`src/verilog/hpp_pkg.sv`:
```
`default_nettype none
package hpp_pkg;

  // ---------------------------------------------------------------
  // widths and counts
  // ---------------------------------------------------------------
  localparam int HOST_W = 16;
  localparam int DOUT_W = 18;
  localparam int PANEL_CNT = 2;
  localparam int SYNC_STAGES = 3;

  // ---------------------------------------------------------------
  // field positions on the panel bus
  // ---------------------------------------------------------------
  localparam int RED_LSB_POS = 12;
  localparam int BLUE_LSB_POS = 0;
  localparam int GAP16_POS = 9;
  localparam int TOP_POS = 17;

  // ---------------------------------------------------------------
  // reset values
  // ---------------------------------------------------------------
  localparam logic [DOUT_W-1:0] DOUT_RST = 18'h00000;
  localparam logic [PANEL_CNT-1:0] SEL_N_RST = 2'h3;
  localparam logic STROBE_N_RST = 1'h1;
  localparam logic REGSEL_RST = 1'h1;

  // ---------------------------------------------------------------
  // modes and states
  // ---------------------------------------------------------------
  typedef enum logic [1:0] {
    HPP_W18 = 2'h0,
    HPP_W16 = 2'h1,
    HPP_W9 = 2'h2,
    HPP_W8 = 2'h3
  } hpp_width_t;

  typedef enum logic [2:0] {
    ST_IDLE = 3'h0,
    ST_W1 = 3'h1,
    ST_H1 = 3'h3,
    ST_W2 = 3'h2,
    ST_H2 = 3'h6
  } hpp_state_t;

  // ---------------------------------------------------------------
  // carriers
  // ---------------------------------------------------------------
  typedef struct packed {
    logic panel_cs_n;
    logic strobe_a_n;
    logic strobe_b_n;
    logic host_panel_regsel;
    logic [HOST_W-1:0] host_panel_data;
  } hpp_host_t;

  typedef struct packed {
    hpp_width_t width;
    logic cmd_ver2;
    logic rw_enable_mode;
    logic panel_pick;
  } hpp_cfg_t;

endpackage : hpp_pkg
`default_nettype wire

```
`src/verilog/hpp_passthrough.sv`:
```
// Functional notes
// - host panel pins pass through combinationally
// - panel pick input selects target panel
// - selected panel chip-select asserted on read
// - host write drives mapped word onto bus
// - host read returns mapped bus to host
// - own logic drives regsel when host away
// - 18-bit pixel: 565 expanded to 666
// - 18-bit command: two selectable word placements
// - 16-bit: word on bits 17:10, 8:1
// - 9-bit: own pixel in two transfers
// - 8-bit: own pixel two transfers on 8:1
`timescale 1ns/1ps
`default_nettype none
module hpp_passthrough import hpp_pkg::*; (
  // clock and reset
  input wire logic clk_i,
  input wire logic reset_i,
  // host panel pins
  input wire hpp_host_t host_i,
  output logic [HOST_W-1:0] host_panel_data_o,
  output logic host_panel_data_oe_o,
  // configuration from the control unit
  input wire hpp_cfg_t cfg_i,
  // device own pixel stream
  input wire logic [DOUT_W-1:0] own_pixel_i,
  input wire logic own_valid_i,
  input wire logic own_regsel_i,
  output logic own_ready_o,
  // panel pins
  output logic [PANEL_CNT-1:0] panel_select_n_o,
  output logic panel_write_n_o,
  output logic panel_read_n_o,
  output logic panel_regsel_o,
  output logic [DOUT_W-1:0] panel_data_o,
  output logic panel_data_oe_o,
  input wire logic [DOUT_W-1:0] panel_data_i
);

  // ---------------------------------------------------------------
  // host strobe decode
  // ---------------------------------------------------------------
  // no clock anywhere on this path so it survives a stopped clock
  wire host_act = ~host_i.panel_cs_n;
  wire sep_wr = ~host_i.strobe_a_n & host_i.strobe_b_n;
  wire sep_rd = host_i.strobe_a_n & ~host_i.strobe_b_n;
  wire rwe_wr = ~host_i.strobe_a_n & ~host_i.strobe_b_n;
  wire rwe_rd = ~host_i.strobe_a_n & host_i.strobe_b_n;
  wire host_wr = host_act & (cfg_i.rw_enable_mode ? rwe_wr : sep_wr);
  wire host_rd = host_act & (cfg_i.rw_enable_mode ? rwe_rd : sep_rd);
  wire host_pixel = host_i.host_panel_regsel;

  // ---------------------------------------------------------------
  // panel chip-select decode
  // ---------------------------------------------------------------
  wire [PANEL_CNT-1:0] pick_n;
  genvar gi;
  generate
    for (gi = 0; gi < PANEL_CNT; gi = gi + 1) begin : g_pick
      assign pick_n[gi] = (cfg_i.panel_pick != 1'(gi));
    end
  endgenerate

  // ---------------------------------------------------------------
  // data layout mapping
  // ---------------------------------------------------------------
  wire [DOUT_W-1:0] wr_word;
  wire [HOST_W-1:0] rd_word;

  // pixel expansion and command placement live in the mapper
  hpp_wr_map u_wr_map (
    .word_i(host_i.host_panel_data),
    .pixel_i(host_pixel),
    .cfg_i(cfg_i),
    .dout_o(wr_word)
  );

  hpp_rd_map u_rd_map (
    .din_i(panel_data_i),
    .pixel_i(host_pixel),
    .cfg_i(cfg_i),
    .word_o(rd_word)
  );

  // ---------------------------------------------------------------
  // host chip-select synchroniser
  // ---------------------------------------------------------------
  logic [SYNC_STAGES-1:0] cs_sync_q;
  logic host_free_q;

  always_ff @(posedge clk_i or posedge reset_i) begin
    if (reset_i) begin
      cs_sync_q <= '1;
    end else begin
      cs_sync_q <= {cs_sync_q[SYNC_STAGES-2:0], host_i.panel_cs_n};
    end
  end

  // a change counts only once the last two stages agree
  always_ff @(posedge clk_i or posedge reset_i) begin
    if (reset_i) begin
      host_free_q <= 1'h0;
    end else if (cs_sync_q[1] == cs_sync_q[2]) begin
      host_free_q <= cs_sync_q[2];
    end
  end

  // ---------------------------------------------------------------
  // own transfer engine
  // ---------------------------------------------------------------
  hpp_state_t state_q, state_d;
  logic [DOUT_W-1:0] pix_q;
  logic ready_q;
  logic own_wr_n_q;
  logic own_oe_q;
  logic own_regsel_q;
  logic [PANEL_CNT-1:0] own_cs_n_q;
  logic [DOUT_W-1:0] own_dout_q;

  wire two_xfer = (cfg_i.width == HPP_W9) | (cfg_i.width == HPP_W8);
  wire take = own_valid_i & ready_q;
  wire [DOUT_W-1:0] pix_d = take ? own_pixel_i : pix_q;
  wire first_d = (state_d == ST_W1) | (state_d == ST_H1);
  wire wr_d = (state_d == ST_W1) | (state_d == ST_W2);
  wire [8:0] half9 = first_d ? pix_d[17:9] : pix_d[8:0];
  wire [7:0] half8 = first_d ? pix_d[15:8] : pix_d[7:0];
  wire [DOUT_W-1:0] own16 = {pix_d[15:8], 1'h0, pix_d[7:0], 1'h0};
  wire [DOUT_W-1:0] own_word_d =
    (cfg_i.width == HPP_W18) ? pix_d :
    (cfg_i.width == HPP_W16) ? own16 :
    (cfg_i.width == HPP_W9) ? {9'h000, half9} : {9'h000, half8, 1'h0};

  // each transfer is a write-low cycle then a write-high cycle
  always_comb begin
    state_d = state_q;
    case (state_q)
      ST_IDLE: begin
        if (take) begin
          state_d = ST_W1;
        end
      end
      ST_W1: begin
        state_d = ST_H1;
      end
      ST_H1: begin
        state_d = two_xfer ? ST_W2 : ST_IDLE;
      end
      ST_W2: begin
        state_d = ST_H2;
      end
      ST_H2: begin
        state_d = ST_IDLE;
      end
      default: begin
        state_d = ST_IDLE;
      end
    endcase
  end

  // a host access mid-transfer overrides the pins; the engine runs on
  always_ff @(posedge clk_i or posedge reset_i) begin
    if (reset_i) begin
      state_q <= ST_IDLE;
      pix_q <= DOUT_RST;
      ready_q <= 1'h0;
    end else begin
      state_q <= state_d;
      pix_q <= pix_d;
      ready_q <= (state_d == ST_IDLE) & host_free_q;
    end
  end

  always_ff @(posedge clk_i or posedge reset_i) begin
    if (reset_i) begin
      own_wr_n_q <= STROBE_N_RST;
      own_oe_q <= 1'h0;
      own_regsel_q <= REGSEL_RST;
      own_cs_n_q <= SEL_N_RST;
      own_dout_q <= DOUT_RST;
    end else begin
      own_wr_n_q <= ~wr_d;
      own_oe_q <= (state_d != ST_IDLE);
      own_regsel_q <= own_regsel_i;
      own_cs_n_q <= (state_d != ST_IDLE) ? pick_n : SEL_N_RST;
      own_dout_q <= own_word_d;
    end
  end

  assign own_ready_o = ready_q;

  // ---------------------------------------------------------------
  // pin multiplexing
  // ---------------------------------------------------------------
  assign panel_select_n_o = host_act ? pick_n : own_cs_n_q;
  assign panel_write_n_o = host_act ? ~host_wr : own_wr_n_q;
  assign panel_read_n_o = host_act ? ~host_rd : STROBE_N_RST;
  assign panel_regsel_o = host_act ? host_i.host_panel_regsel : own_regsel_q;
  assign panel_data_o = host_act ? wr_word : own_dout_q;
  assign panel_data_oe_o = host_act ? host_wr : own_oe_q;
  assign host_panel_data_o = rd_word;
  assign host_panel_data_oe_o = host_rd;

  // ---------------------------------------------------------------
  // checks
  // ---------------------------------------------------------------
  chk_route_strobes: assert property (@(posedge clk_i) disable iff (reset_i)
    host_act |-> (panel_write_n_o == ~host_wr) && (panel_read_n_o == ~host_rd)
                 && (panel_regsel_o == host_i.host_panel_regsel))
    else $error("host strobes not routed to panel");

  chk_panel_pick: assert property (@(posedge clk_i) disable iff (reset_i)
    host_act |-> (panel_select_n_o[cfg_i.panel_pick] == 1'b0)
                 && ($countones(panel_select_n_o) == PANEL_CNT - 1))
    else $error("wrong panel selected");

  chk_read_select: assert property (@(posedge clk_i) disable iff (reset_i)
    host_rd |-> !panel_select_n_o[cfg_i.panel_pick] && !panel_read_n_o && panel_write_n_o)
    else $error("read without panel select");

  chk_write_drive: assert property (@(posedge clk_i) disable iff (reset_i)
    host_wr |-> panel_data_oe_o && !host_panel_data_oe_o && (panel_data_o == wr_word))
    else $error("host write not driven on panel bus");

  chk_read_return: assert property (@(posedge clk_i) disable iff (reset_i)
    host_rd |-> !panel_data_oe_o && host_panel_data_oe_o && (host_panel_data_o == rd_word))
    else $error("host read not returned");

  chk_idle_float: assert property (@(posedge clk_i) disable iff (reset_i)
    (host_act && host_i.strobe_a_n && host_i.strobe_b_n) |->
      panel_write_n_o && panel_read_n_o && !panel_data_oe_o && !host_panel_data_oe_o)
    else $error("panel bus not idle while host idle");

  chk_own_regsel: assert property (@(posedge clk_i) disable iff (reset_i)
    (!host_act && $past(!reset_i)) |-> (panel_regsel_o == $past(own_regsel_i)))
    else $error("own regsel not driven");

  chk_pixel_expand: assert property (@(posedge clk_i) disable iff (reset_i)
    (host_wr && host_pixel && cfg_i.width == HPP_W18) |->
      (panel_data_o[RED_LSB_POS] == host_i.host_panel_data[15])
      && (panel_data_o[BLUE_LSB_POS] == host_i.host_panel_data[4])
      && (panel_data_o[TOP_POS:RED_LSB_POS+1] == host_i.host_panel_data[15:11]))
    else $error("565 to 666 expansion wrong");

  chk_cmd_map: assert property (@(posedge clk_i) disable iff (reset_i)
    (host_wr && !host_pixel && cfg_i.width == HPP_W18) |->
      (cfg_i.cmd_ver2 ? (!panel_data_o[TOP_POS]
                         && panel_data_o[7:0] == host_i.host_panel_data[7:0])
                      : (!panel_data_o[0]
                         && panel_data_o[TOP_POS:10] == host_i.host_panel_data[15:8])))
    else $error("command placement wrong");

  chk_w16_map: assert property (@(posedge clk_i) disable iff (reset_i)
    (host_wr && cfg_i.width == HPP_W16) |->
      (panel_data_o[TOP_POS:10] == host_i.host_panel_data[15:8])
      && (panel_data_o[8:1] == host_i.host_panel_data[7:0]))
    else $error("16-bit placement wrong");

  chk_two_halves: assert property (@(posedge clk_i) disable iff (reset_i)
    (state_q == ST_H1 && two_xfer) |->
      ##1 (state_q == ST_W2 && !own_wr_n_q) ##1 (state_q == ST_H2) ##1 (state_q == ST_IDLE))
    else $error("second transfer missing");

  chk_nine_first: assert property (@(posedge clk_i) disable iff (reset_i)
    (state_q == ST_W1 && cfg_i.width == HPP_W9) |->
      (own_dout_q[8:0] == pix_q[17:9]) && (own_dout_q[TOP_POS:9] == 9'h000))
    else $error("9-bit first half wrong");

  chk_rw_decode: assert property (@(posedge clk_i) disable iff (reset_i)
    (host_act && cfg_i.rw_enable_mode && !host_i.strobe_a_n) |->
      (host_i.strobe_b_n ? (!panel_read_n_o && panel_write_n_o && host_panel_data_oe_o)
                         : (!panel_write_n_o && panel_read_n_o && panel_data_oe_o)))
    else $error("rw-enable decode wrong");

  chk_busy_refuse: assert property (@(posedge clk_i) disable iff (reset_i)
    (state_q != ST_IDLE) |-> !own_ready_o)
    else $error("engine ready while busy");

  chk_host_holdoff: assert property (@(posedge clk_i) disable iff (reset_i)
    !$past(host_free_q) |-> !own_ready_o)
    else $error("engine ready while host holds panel");

  chk_own_drive: assert property (@(posedge clk_i) disable iff (reset_i)
    (!host_act && state_q != ST_IDLE) |->
      panel_data_oe_o && panel_read_n_o && !panel_select_n_o[cfg_i.panel_pick])
    else $error("own transfer not driven to picked panel");

  chk_own_idle: assert property (@(posedge clk_i) disable iff (reset_i)
    (!host_act && state_q == ST_IDLE) |->
      panel_write_n_o && panel_read_n_o && !panel_data_oe_o && (panel_select_n_o == SEL_N_RST))
    else $error("panel pins not idle");

  chk_eight_first: assert property (@(posedge clk_i) disable iff (reset_i)
    (state_q == ST_W1 && cfg_i.width == HPP_W8) |->
      (own_dout_q == {9'h000, pix_q[15:8], 1'h0}))
    else $error("8-bit first half wrong");

  chk_nine_second: assert property (@(posedge clk_i) disable iff (reset_i)
    (state_q == ST_W2 && cfg_i.width == HPP_W9) |->
      (own_dout_q[8:0] == pix_q[8:0]))
    else $error("9-bit second half wrong");

endmodule : hpp_passthrough
`default_nettype wire

```
`src/verilog/hpp_rd_map.sv`:
```
`timescale 1ns/1ps
`default_nettype none
module hpp_rd_map import hpp_pkg::*; (
  // panel side
  input wire logic [DOUT_W-1:0] din_i,
  input wire logic pixel_i,
  input wire hpp_cfg_t cfg_i,
  // host side
  output logic [HOST_W-1:0] word_o
);

  // inverse of the write layouts; duplicated copy bits are dropped
  wire [HOST_W-1:0] pix = {din_i[17:13], din_i[11:6], din_i[5:1]};
  wire [HOST_W-1:0] cmd1 = {din_i[17:10], din_i[8:1]};
  wire [HOST_W-1:0] cmd2 = {din_i[16:10], din_i[9], din_i[7:0]};
  wire [HOST_W-1:0] r16 = {din_i[17:10], din_i[8:1]};
  wire [HOST_W-1:0] r9 = {7'h00, din_i[8:0]};
  wire [HOST_W-1:0] r8 = {8'h00, din_i[8:1]};
  wire [HOST_W-1:0] r18 = pixel_i ? pix : (cfg_i.cmd_ver2 ? cmd2 : cmd1);

  assign word_o = (cfg_i.width == HPP_W18) ? r18 :
                  (cfg_i.width == HPP_W16) ? r16 :
                  (cfg_i.width == HPP_W9) ? r9 : r8;

endmodule : hpp_rd_map
`default_nettype wire

```
`src/verilog/hpp_wr_map.sv`:
```
`timescale 1ns/1ps
`default_nettype none
module hpp_wr_map import hpp_pkg::*; (
  // host side
  input wire logic [HOST_W-1:0] word_i,
  input wire logic pixel_i,
  input wire hpp_cfg_t cfg_i,
  // panel side
  output logic [DOUT_W-1:0] dout_o
);

  wire [DOUT_W-1:0] pix18 =
    {word_i[15:11], word_i[15], word_i[10:5], word_i[4:0], word_i[4]};
  wire [DOUT_W-1:0] cmd1 = {word_i[15:8], word_i[8], word_i[7:0], 1'h0};
  wire [DOUT_W-1:0] cmd2 = {1'h0, word_i[15:9], word_i[8], word_i[8], word_i[7:0]};
  wire [DOUT_W-1:0] w16 = {word_i[15:8], 1'h0, word_i[7:0], 1'h0};
  wire [DOUT_W-1:0] w9 = {9'h000, word_i[8:0]};
  wire [DOUT_W-1:0] w8 = {9'h000, word_i[7:0], 1'h0};
  wire [DOUT_W-1:0] w18 = pixel_i ? pix18 : (cfg_i.cmd_ver2 ? cmd2 : cmd1);

  assign dout_o = (cfg_i.width == HPP_W18) ? w18 :
                  (cfg_i.width == HPP_W16) ? w16 :
                  (cfg_i.width == HPP_W9) ? w9 : w8;

endmodule : hpp_wr_map
`default_nettype wire
```
`config.mk`:
```
export PLATFORM = sky130hd
export DESIGN_NAME = hpp_passthrough
export DESIGN_NICKNAME = d
export VERILOG_FILES = /design/src/verilog/hpp_pkg.sv /design/src/verilog/hpp_passthrough.sv /design/src/verilog/hpp_rd_map.sv /design/src/verilog/hpp_wr_map.sv
export SDC_FILE = /design/constraint.sdc
export NUM_CORES = 1
export LEC_CHECK = 0
export BUFFER_PORTS_ARGS = -buffer_cell sky130_fd_sc_hd__buf_2
export CAP_MARGIN = 5
export CORE_MARGIN = 2
export CORE_UTILIZATION = 40
export DETAILED_ROUTE_END_ITERATION = 7
export PLACE_DENSITY = 0.66
export SYNTH_ARGS = -nofsm -noshare
export SYNTH_HDL_FRONTEND = slang
export SYNTH_SLANG_ARGS = --single-unit
export TNS_END_PERCENT = 10
```
`constraint.sdc`:
```
create_clock -name clk_i -period 2 [get_ports clk_i]
set_input_delay 0.4 -clock clk_i [delete_from_list [all_inputs] [get_ports clk_i]]
set_output_delay 0.4 -clock clk_i [all_outputs]
set_load 0.005 [all_outputs]
```
==> results.sh, run 1 <==
export IMPL_outcome="completed"
export IMPL_p_leak_nw=1.83
export IMPL_syn2layout_area_growth_pct=28.8
export IMPL_antenna_cells=0
export IMPL_cts_setup_buffers=0
export IMPL_cp_required_ns=1.60
export IMPL_power_density_nw_per_um2=1080
export IMPL_clock_fmax_ghz=0.531
export IMPL_finalHoldViolCount=0
export IMPL_post_route_min_period_ns=1.88
export IMPL_comb_power_share_pct=42.5
export IMPL_grt_pass1_wl_um=11400
export IMPL_yosys_area_top_type="dfrtp_1"
export IMPL_synth_seq_cells=49
export IMPL_grt_pass1_vias=2347
export IMPL_grt_use_total_pct=18.9
export IMPL_drtAntennaViolNets=0
export IMPL_cts_tree="done"
export IMPL_hp_class="input pin to asynchronous set/reset pin"
export IMPL_setup_violations=0
export IMPL_yosysWarnings=0
export IMPL_path_max_fanout=16
export IMPL_seq_area_frac_synth_pct=43.6
export IMPL_drt_initial_drc_count=128
export IMPL_gp_congestion=0.843
export IMPL_io_buffers=106
export IMPL_antenna_found_initial=0
export IMPL_routed_via_density=5.18
export IMPL_avgSynthCellArea_um2=9.88
export IMPL_fin_crit_sh_pct=94.2
export IMPL_grt_setup_unrepaired="no"
export IMPL_die_y_um=88.2
export IMPL_timing_slew_headroom_pct=70.7
export IMPL_yosysMostFrequentCell="dfrtp_1"
export IMPL_vias=2562
export IMPL_cts_buffer_depth=2
export IMPL_netlist_instances=287
export IMPL_p_sw_mw=1.39
export IMPL_grt_max_degree=32
export IMPL_die_width_um=88.2
export IMPL_hpwl_um=5600
export IMPL_vdd_drop_max_uv=506
export IMPL_cts_sinks=49
export IMPL_post_route_util_pct=53.5
export IMPL_core_area_um2=6830
export IMPL_fp_dieArea_um2=7780
export IMPL_async_flop_share_pct=100
export IMPL_synthesis_nets=352
export IMPL_drt_wl_total_um=7220
export IMPL_power_frac_clock_pct=18.4
export IMPL_clock_skew_ns=0.0144
export IMPL_worstMarginPinSlew_ns=0.439
export IMPL_nets=463
export IMPL_synthTopCellsByArea="dfrtp_1, mux2i_1, mux2_2"
export IMPL_critical_path_class="input pin to output port"
export IMPL_gr_total_overflow=0
export IMPL_ys_flop_type="dfrtp_1"
export IMPL_wl_per_cell_um=14.6
export IMPL_path_clk_slew_ns=0.09
export IMPL_synth_edf_count=0
export IMPL_worstSetupEndpointType="output port"
export IMPL_cap_viol_max_count=0
export IMPL_layout_drive_gt1_share_pct=43.1
export IMPL_std_cell_rows=30
export IMPL_cts_root_buf="clkbuf_8"
export IMPL_synthTopCellsByCount="dfrtp_1, nor2_1, nand2_1, mux2i_1, o21ai_0"
export IMPL_htreeDepth=2
export IMPL_slew_viol_final=0
export IMPL_p_sw_share_pct=35.1
export IMPL_io_pins=107
export IMPL_fin_total_pwr_mw=3.95
export IMPL_fin_setup_tns_ns=0
export IMPL_insertion_delay_ns=0.30
export IMPL_p_int_mw=2.57
export IMPL_syn_area_um2=2840
export IMPL_hold_slack_ns=0.0891
export IMPL_ys_types=48
export IMPL_cp_start_kind="input pin"
export IMPL_drc_errors=0
export IMPL_arrival_ns=1.48
export IMPL_seqPwrFrac_pct=39.1
export IMPL_start_util_pct=41.5
export IMPL_numCtsBuffers=5
export IMPL_drt_pass1_iterations=4
export IMPL_synth_top_area_share_pct=37.1
final cells by class:
cell class              instances  area [µm²]
clock buffers                   7        86.3
clock inverters                 1        30.0
fillers                       673        3180
inverters                      15        56.3
multi-input cells             203        1430
flip-flops and latches         49        1230
well taps                      96         120
repair buffers                124         691
sequential cells by signal (all words and copies together) (netlist names):
register      flops
host_free_q       1
own_dout_q       18
own_regsel_q      1
pix_q            18
own_ready_o       1
own_wr_n_q        1
own_cs_n_q        2
state_q           3
own_oe_q          1
cs_sync_q         3
worst max-delay path, stage by stage:
cell     delay (ns)
buf_2          0.10
nor2b_2        0.17
o21ai_2        0.16
buf_12         0.18
mux2_2         0.34
buf_2          0.13
metal layers:
| layer | GRT usage [%] | routed length, µm | up-vias |
|---|---|---|---|
| met4 | 4.27 | 59 | 0 |
| met5 | 0 | 0 | - |
| li1 | - | - | 1262 |
| met1 | 27.7 | 3480 | 1192 |
| met3 | 3.77 | 460 | 6 |
| met2 | 29.0 | 3230 | 102 |
cells in the final DEF (no fill, tap or decap), types with 11 or more instances in the layout:
cell	n
a221oi_1	11
buf_2	106
buf_4	16
dfrtp_1	42
inv_1	11
mux2_2	17
mux2i_1	20
nand2_1	25
nor2_1	26
o21ai_0	20
final timing paths:
kind / start / to / slack, ns / cells past startpoint
max: cfg_i[2] / host_panel_data_o[3] / 0.12 / 6
min: reset_i / pix_q[10]$_DFF_PP0_ / 0.09 / 2
max reg2reg: own_ready_o$_DFF_PP0_ / own_dout_q[7]$_DFF_PP0_ / 0.31 / 4
min reg2reg: cs_sync_q[0]$_DFF_PP1_ / cs_sync_q[1]$_DFF_PP1_ / 0.36 / 0
max in group asynchronous: reset_i / cs_sync_q[1]$_DFF_PP1_ / 1.34 / 3
min in group clk_i: own_regsel_i / own_regsel_q$_DFF_PP1_ / 0.19 / 1
per-stage QoR:
step	cells	cell area (µm²)	setup WS (ns)
3_5_place_dp	487	3530	-0.00805
3_3_place_gp	487	3530	0.0466
2_1_floorplan	287	2840	0.137
4_1_cts	495	3650	0.0854
6_report	495	3650	0.116
5_1_grt	495	3650	0.0408
power groups by stage:
stage	combinational [mW]	clock, mW	sequential [mW]
after floorplan	1.19	0	1.54
after global placement	1.65	0	1.56
after detailed placement	1.67	0	1.57
after CTS	1.68	0.745	1.55
after global routing	1.88	0.781	1.59
final	1.68	0.726	1.55
logic make-up (layout without fill, tap and decap cells):
logic type      Yosys count  count (layout)  synth area share (%)
flops                    49              49                  43.6
buf+inv                  35             147                  6.00
fa+ha+maj                 1               1                 0.353
compound gates           86              86                  21.5
simple gates             73              73                  11.8
xor+xnor                  2               2                 0.618
mux                      41              41                  16.2
repair_timing:
item	4_1_cts	5_1_grt
hold buffers	0	0
gates cloned	0	0
setup endpoints to repair	1	1
resized for setup	1	1
Note: power is estimated with default switching activity, not from simulation.
==> run 2, diff against run 1 <==
--- a/config.mk
+++ b/config.mk
@@ -7,10 +7,12 @@
 export LEC_CHECK = 0
 export BUFFER_PORTS_ARGS = -buffer_cell sky130_fd_sc_hd__buf_2
 export CAP_MARGIN = 5
+export CELL_PAD_IN_SITES_DETAIL_PLACEMENT = 1
+export CELL_PAD_IN_SITES_GLOBAL_PLACEMENT = 2
 export CORE_MARGIN = 2
-export CORE_UTILIZATION = 40
+export CORE_UTILIZATION = 29
 export DETAILED_ROUTE_END_ITERATION = 7
-export PLACE_DENSITY = 0.66
+export PLACE_DENSITY = 0.79
 export SYNTH_ARGS = -nofsm -noshare
 export SYNTH_HDL_FRONTEND = slang
 export SYNTH_SLANG_ARGS = --single-unit
==> run 2 against run 1 <==
  * Worst hold slack worse by 0.0016 ns
  * Via count is 0.74% higher
  * Clock skew fell by 0.010 ns
  * Critical path depth stayed put
  * Sequential cell count did not move
  * Setup slack got worse by 0.0071 ns
  * Routed wire length increased by 16%
  * Register-to-register slack worse by 0.10 ns
  * Global-route usage fell by 3.3 points
==> results.sh, run 2 (same netlist as run 1, synthesis figures left out) <==
export IMPL_numCtsBuffers=5
export IMPL_worstSetupEndpointType="output port"
export IMPL_syn2layout_area_growth_pct=30.3
export IMPL_hpwl_um=6660
export IMPL_slowest_stage="and2_2"
export IMPL_p_leak_nw=1.83
export IMPL_nets=463
export IMPL_io_buffers=106
export IMPL_routed_via_density=4.85
export IMPL_cap_viol_max_count=0
export IMPL_finalHoldViolCount=0
export IMPL_post_route_min_period_ns=1.89
export IMPL_grt_pass1_wl_um=13000
export IMPL_gr_total_overflow=0
export IMPL_insertion_delay_ns=0.30
export IMPL_fp_dieArea_um2=10600
export IMPL_hp_class="input pin to asynchronous set/reset pin"
export IMPL_vias=2581
export IMPL_drtAntennaViolNets=0
export IMPL_worstMarginPinSlew_ns=0.402
export IMPL_crit_top_cell="buf_2"
export IMPL_cts_root_buf="clkbuf_8"
export IMPL_arrival_ns=1.49
export IMPL_critPathTopFamily="buffers and inverters"
export IMPL_core_area_um2=9640
export IMPL_io_pins=107
export IMPL_drt_wl_total_um=8350
export IMPL_crit_chain="buf_2, nor2_1, and2_2, buf_4, a22o_1, buf_2"
export IMPL_timing_slew_headroom_pct=72.4
export IMPL_outcome="completed"
export IMPL_path_max_fanout=9
export IMPL_critical_path_class="input pin to output port"
export IMPL_cts_sinks=49
export IMPL_grt_setup_unrepaired="no"
export IMPL_fin_setup_tns_ns=0
export IMPL_die_width_um=103
export IMPL_gp_congestion=0.757
export IMPL_die_y_um=103
export IMPL_htreeDepth=2
export IMPL_power_density_nw_per_um2=1050
export IMPL_fin_total_pwr_mw=3.89
export IMPL_wl_per_cell_um=15.7
export IMPL_setup_violations=0
export IMPL_fin_crit_sh_pct=94.6
export IMPL_critPathMaxStageDelay_ns=0.25
export IMPL_drt_pass1_iterations=4
export IMPL_cts_buffer_depth=2
export IMPL_std_cell_rows=36
export IMPL_path_clk_slew_ns=0.09
export IMPL_cts_setup_buffers=0
export IMPL_r2r_setup_slack_ns=0.21
export IMPL_cts_tree="done"
export IMPL_grt_max_degree=32
export IMPL_reg2reg_depth=4
export IMPL_clock_fmax_ghz=0.529
export IMPL_vdd_drop_max_uv=388
export IMPL_antenna_cells=0
export IMPL_antenna_found_initial=0
export IMPL_grt_use_total_pct=15.6
export IMPL_start_util_pct=29.4
export IMPL_largest_registers="own_dout_q (18), pix_q (18)"
export IMPL_clock_skew_ns=0.00424
export IMPL_final_cell_mix="buf_2, dfrtp_1, nor2_1"
export IMPL_reg2reg_from="own_ready_o$_DFF_PP0_"
export IMPL_layout_commonest_cell="buf_2"
export IMPL_drt_initial_drc_count=89
export IMPL_drc_errors=0
export IMPL_layout_drive_gt1_share_pct=43.9
export IMPL_slew_viol_final=0
export IMPL_reg2reg_to="own_dout_q[4]$_DFF_PP0_"
export IMPL_grt_pass1_vias=2641
export IMPL_cp_required_ns=1.60
export IMPL_cp_num_buf_inv=3
export IMPL_cts_hold_buffers_added=0
export IMPL_cp_start_kind="input pin"
==> run 2: per-layer routing <==
| layer | vias to the layer above | track usage, % | share of wire (%) |
|---|---|---|---|
| met5 | - | 0 | 0 |
| met2 | 76 | 25.8 | 46 |
| met1 | 1239 | 21.6 | 47 |
| li1 | 1260 | - | - |
| met3 | 6 | 2.44 | 5.3 |
| met4 | 0 | 3.74 | 1.0 |
==> run 2: final cells by class <==
cell class	instances	area, µm²
multi-input combinational	203	1460
tap	133	166
clock buffer	5	68.8
fill	1169	5950
inverter	15	56.3
timing repair buffer	124	691
clock inverter	3	21.3
sequential	49	1230
==> run 2: worst max-delay path by stage <==
stage,start,end,slack (ns),cells after the start
5_1_grt,cfg_i[4],host_panel_data_o[15],0.03,6
3_5_place_dp,cfg_i[2],panel_data_o[13],-0.15,6
2_1_floorplan,cfg_i[2],host_panel_data_o[6],0.14,4
6_report,cfg_i[4],host_panel_data_o[13],0.11,6
3_3_place_gp,cfg_i[2],panel_data_o[13],-0.08,6
4_1_cts,cfg_i[2],host_panel_data_o[2],0.08,6
==> run 2: where the power goes <==
part           internal, mW  leakage (nW)  switching, mW
logic                 0.765          1.19          0.965
registers              1.40         0.586          0.170
clock network         0.249        0.0445          0.338
==> run 2: through the flow <==
stage	instances	cell area [µm²]	hold WS [ns]	util [%]	setup slack (ns)
final	532	3690	0.0875	38.3	0.109
after global routing	532	3690	0.110	38.3	0.0306
after detailed placement	524	3580	0.349	37.1	-0.148
after floorplan	287	2840	0.345	-	0.137
after global placement	524	3580	0.346	37.1	-0.0751
after CTS	532	3670	0.103	38.1	0.0754
==> run 2: timing repair <==
| action | in CTS | in global routing |
|---|---|---|
| gates resized for setup | 2 | 4 |
| hold endpoints to repair | 0 | 0 |
| endpoints found under the setup margin | 9 | 4 |
| gates cloned | 0 | 0 |
==> run 2: worst register-to-register path: stages (launching register included) <==
cell and delay, ns:
dfrtp_1 0.40, and2_4 0.34, mux2_2 0.45, a221oi_1 0.31, o22ai_1 0.16
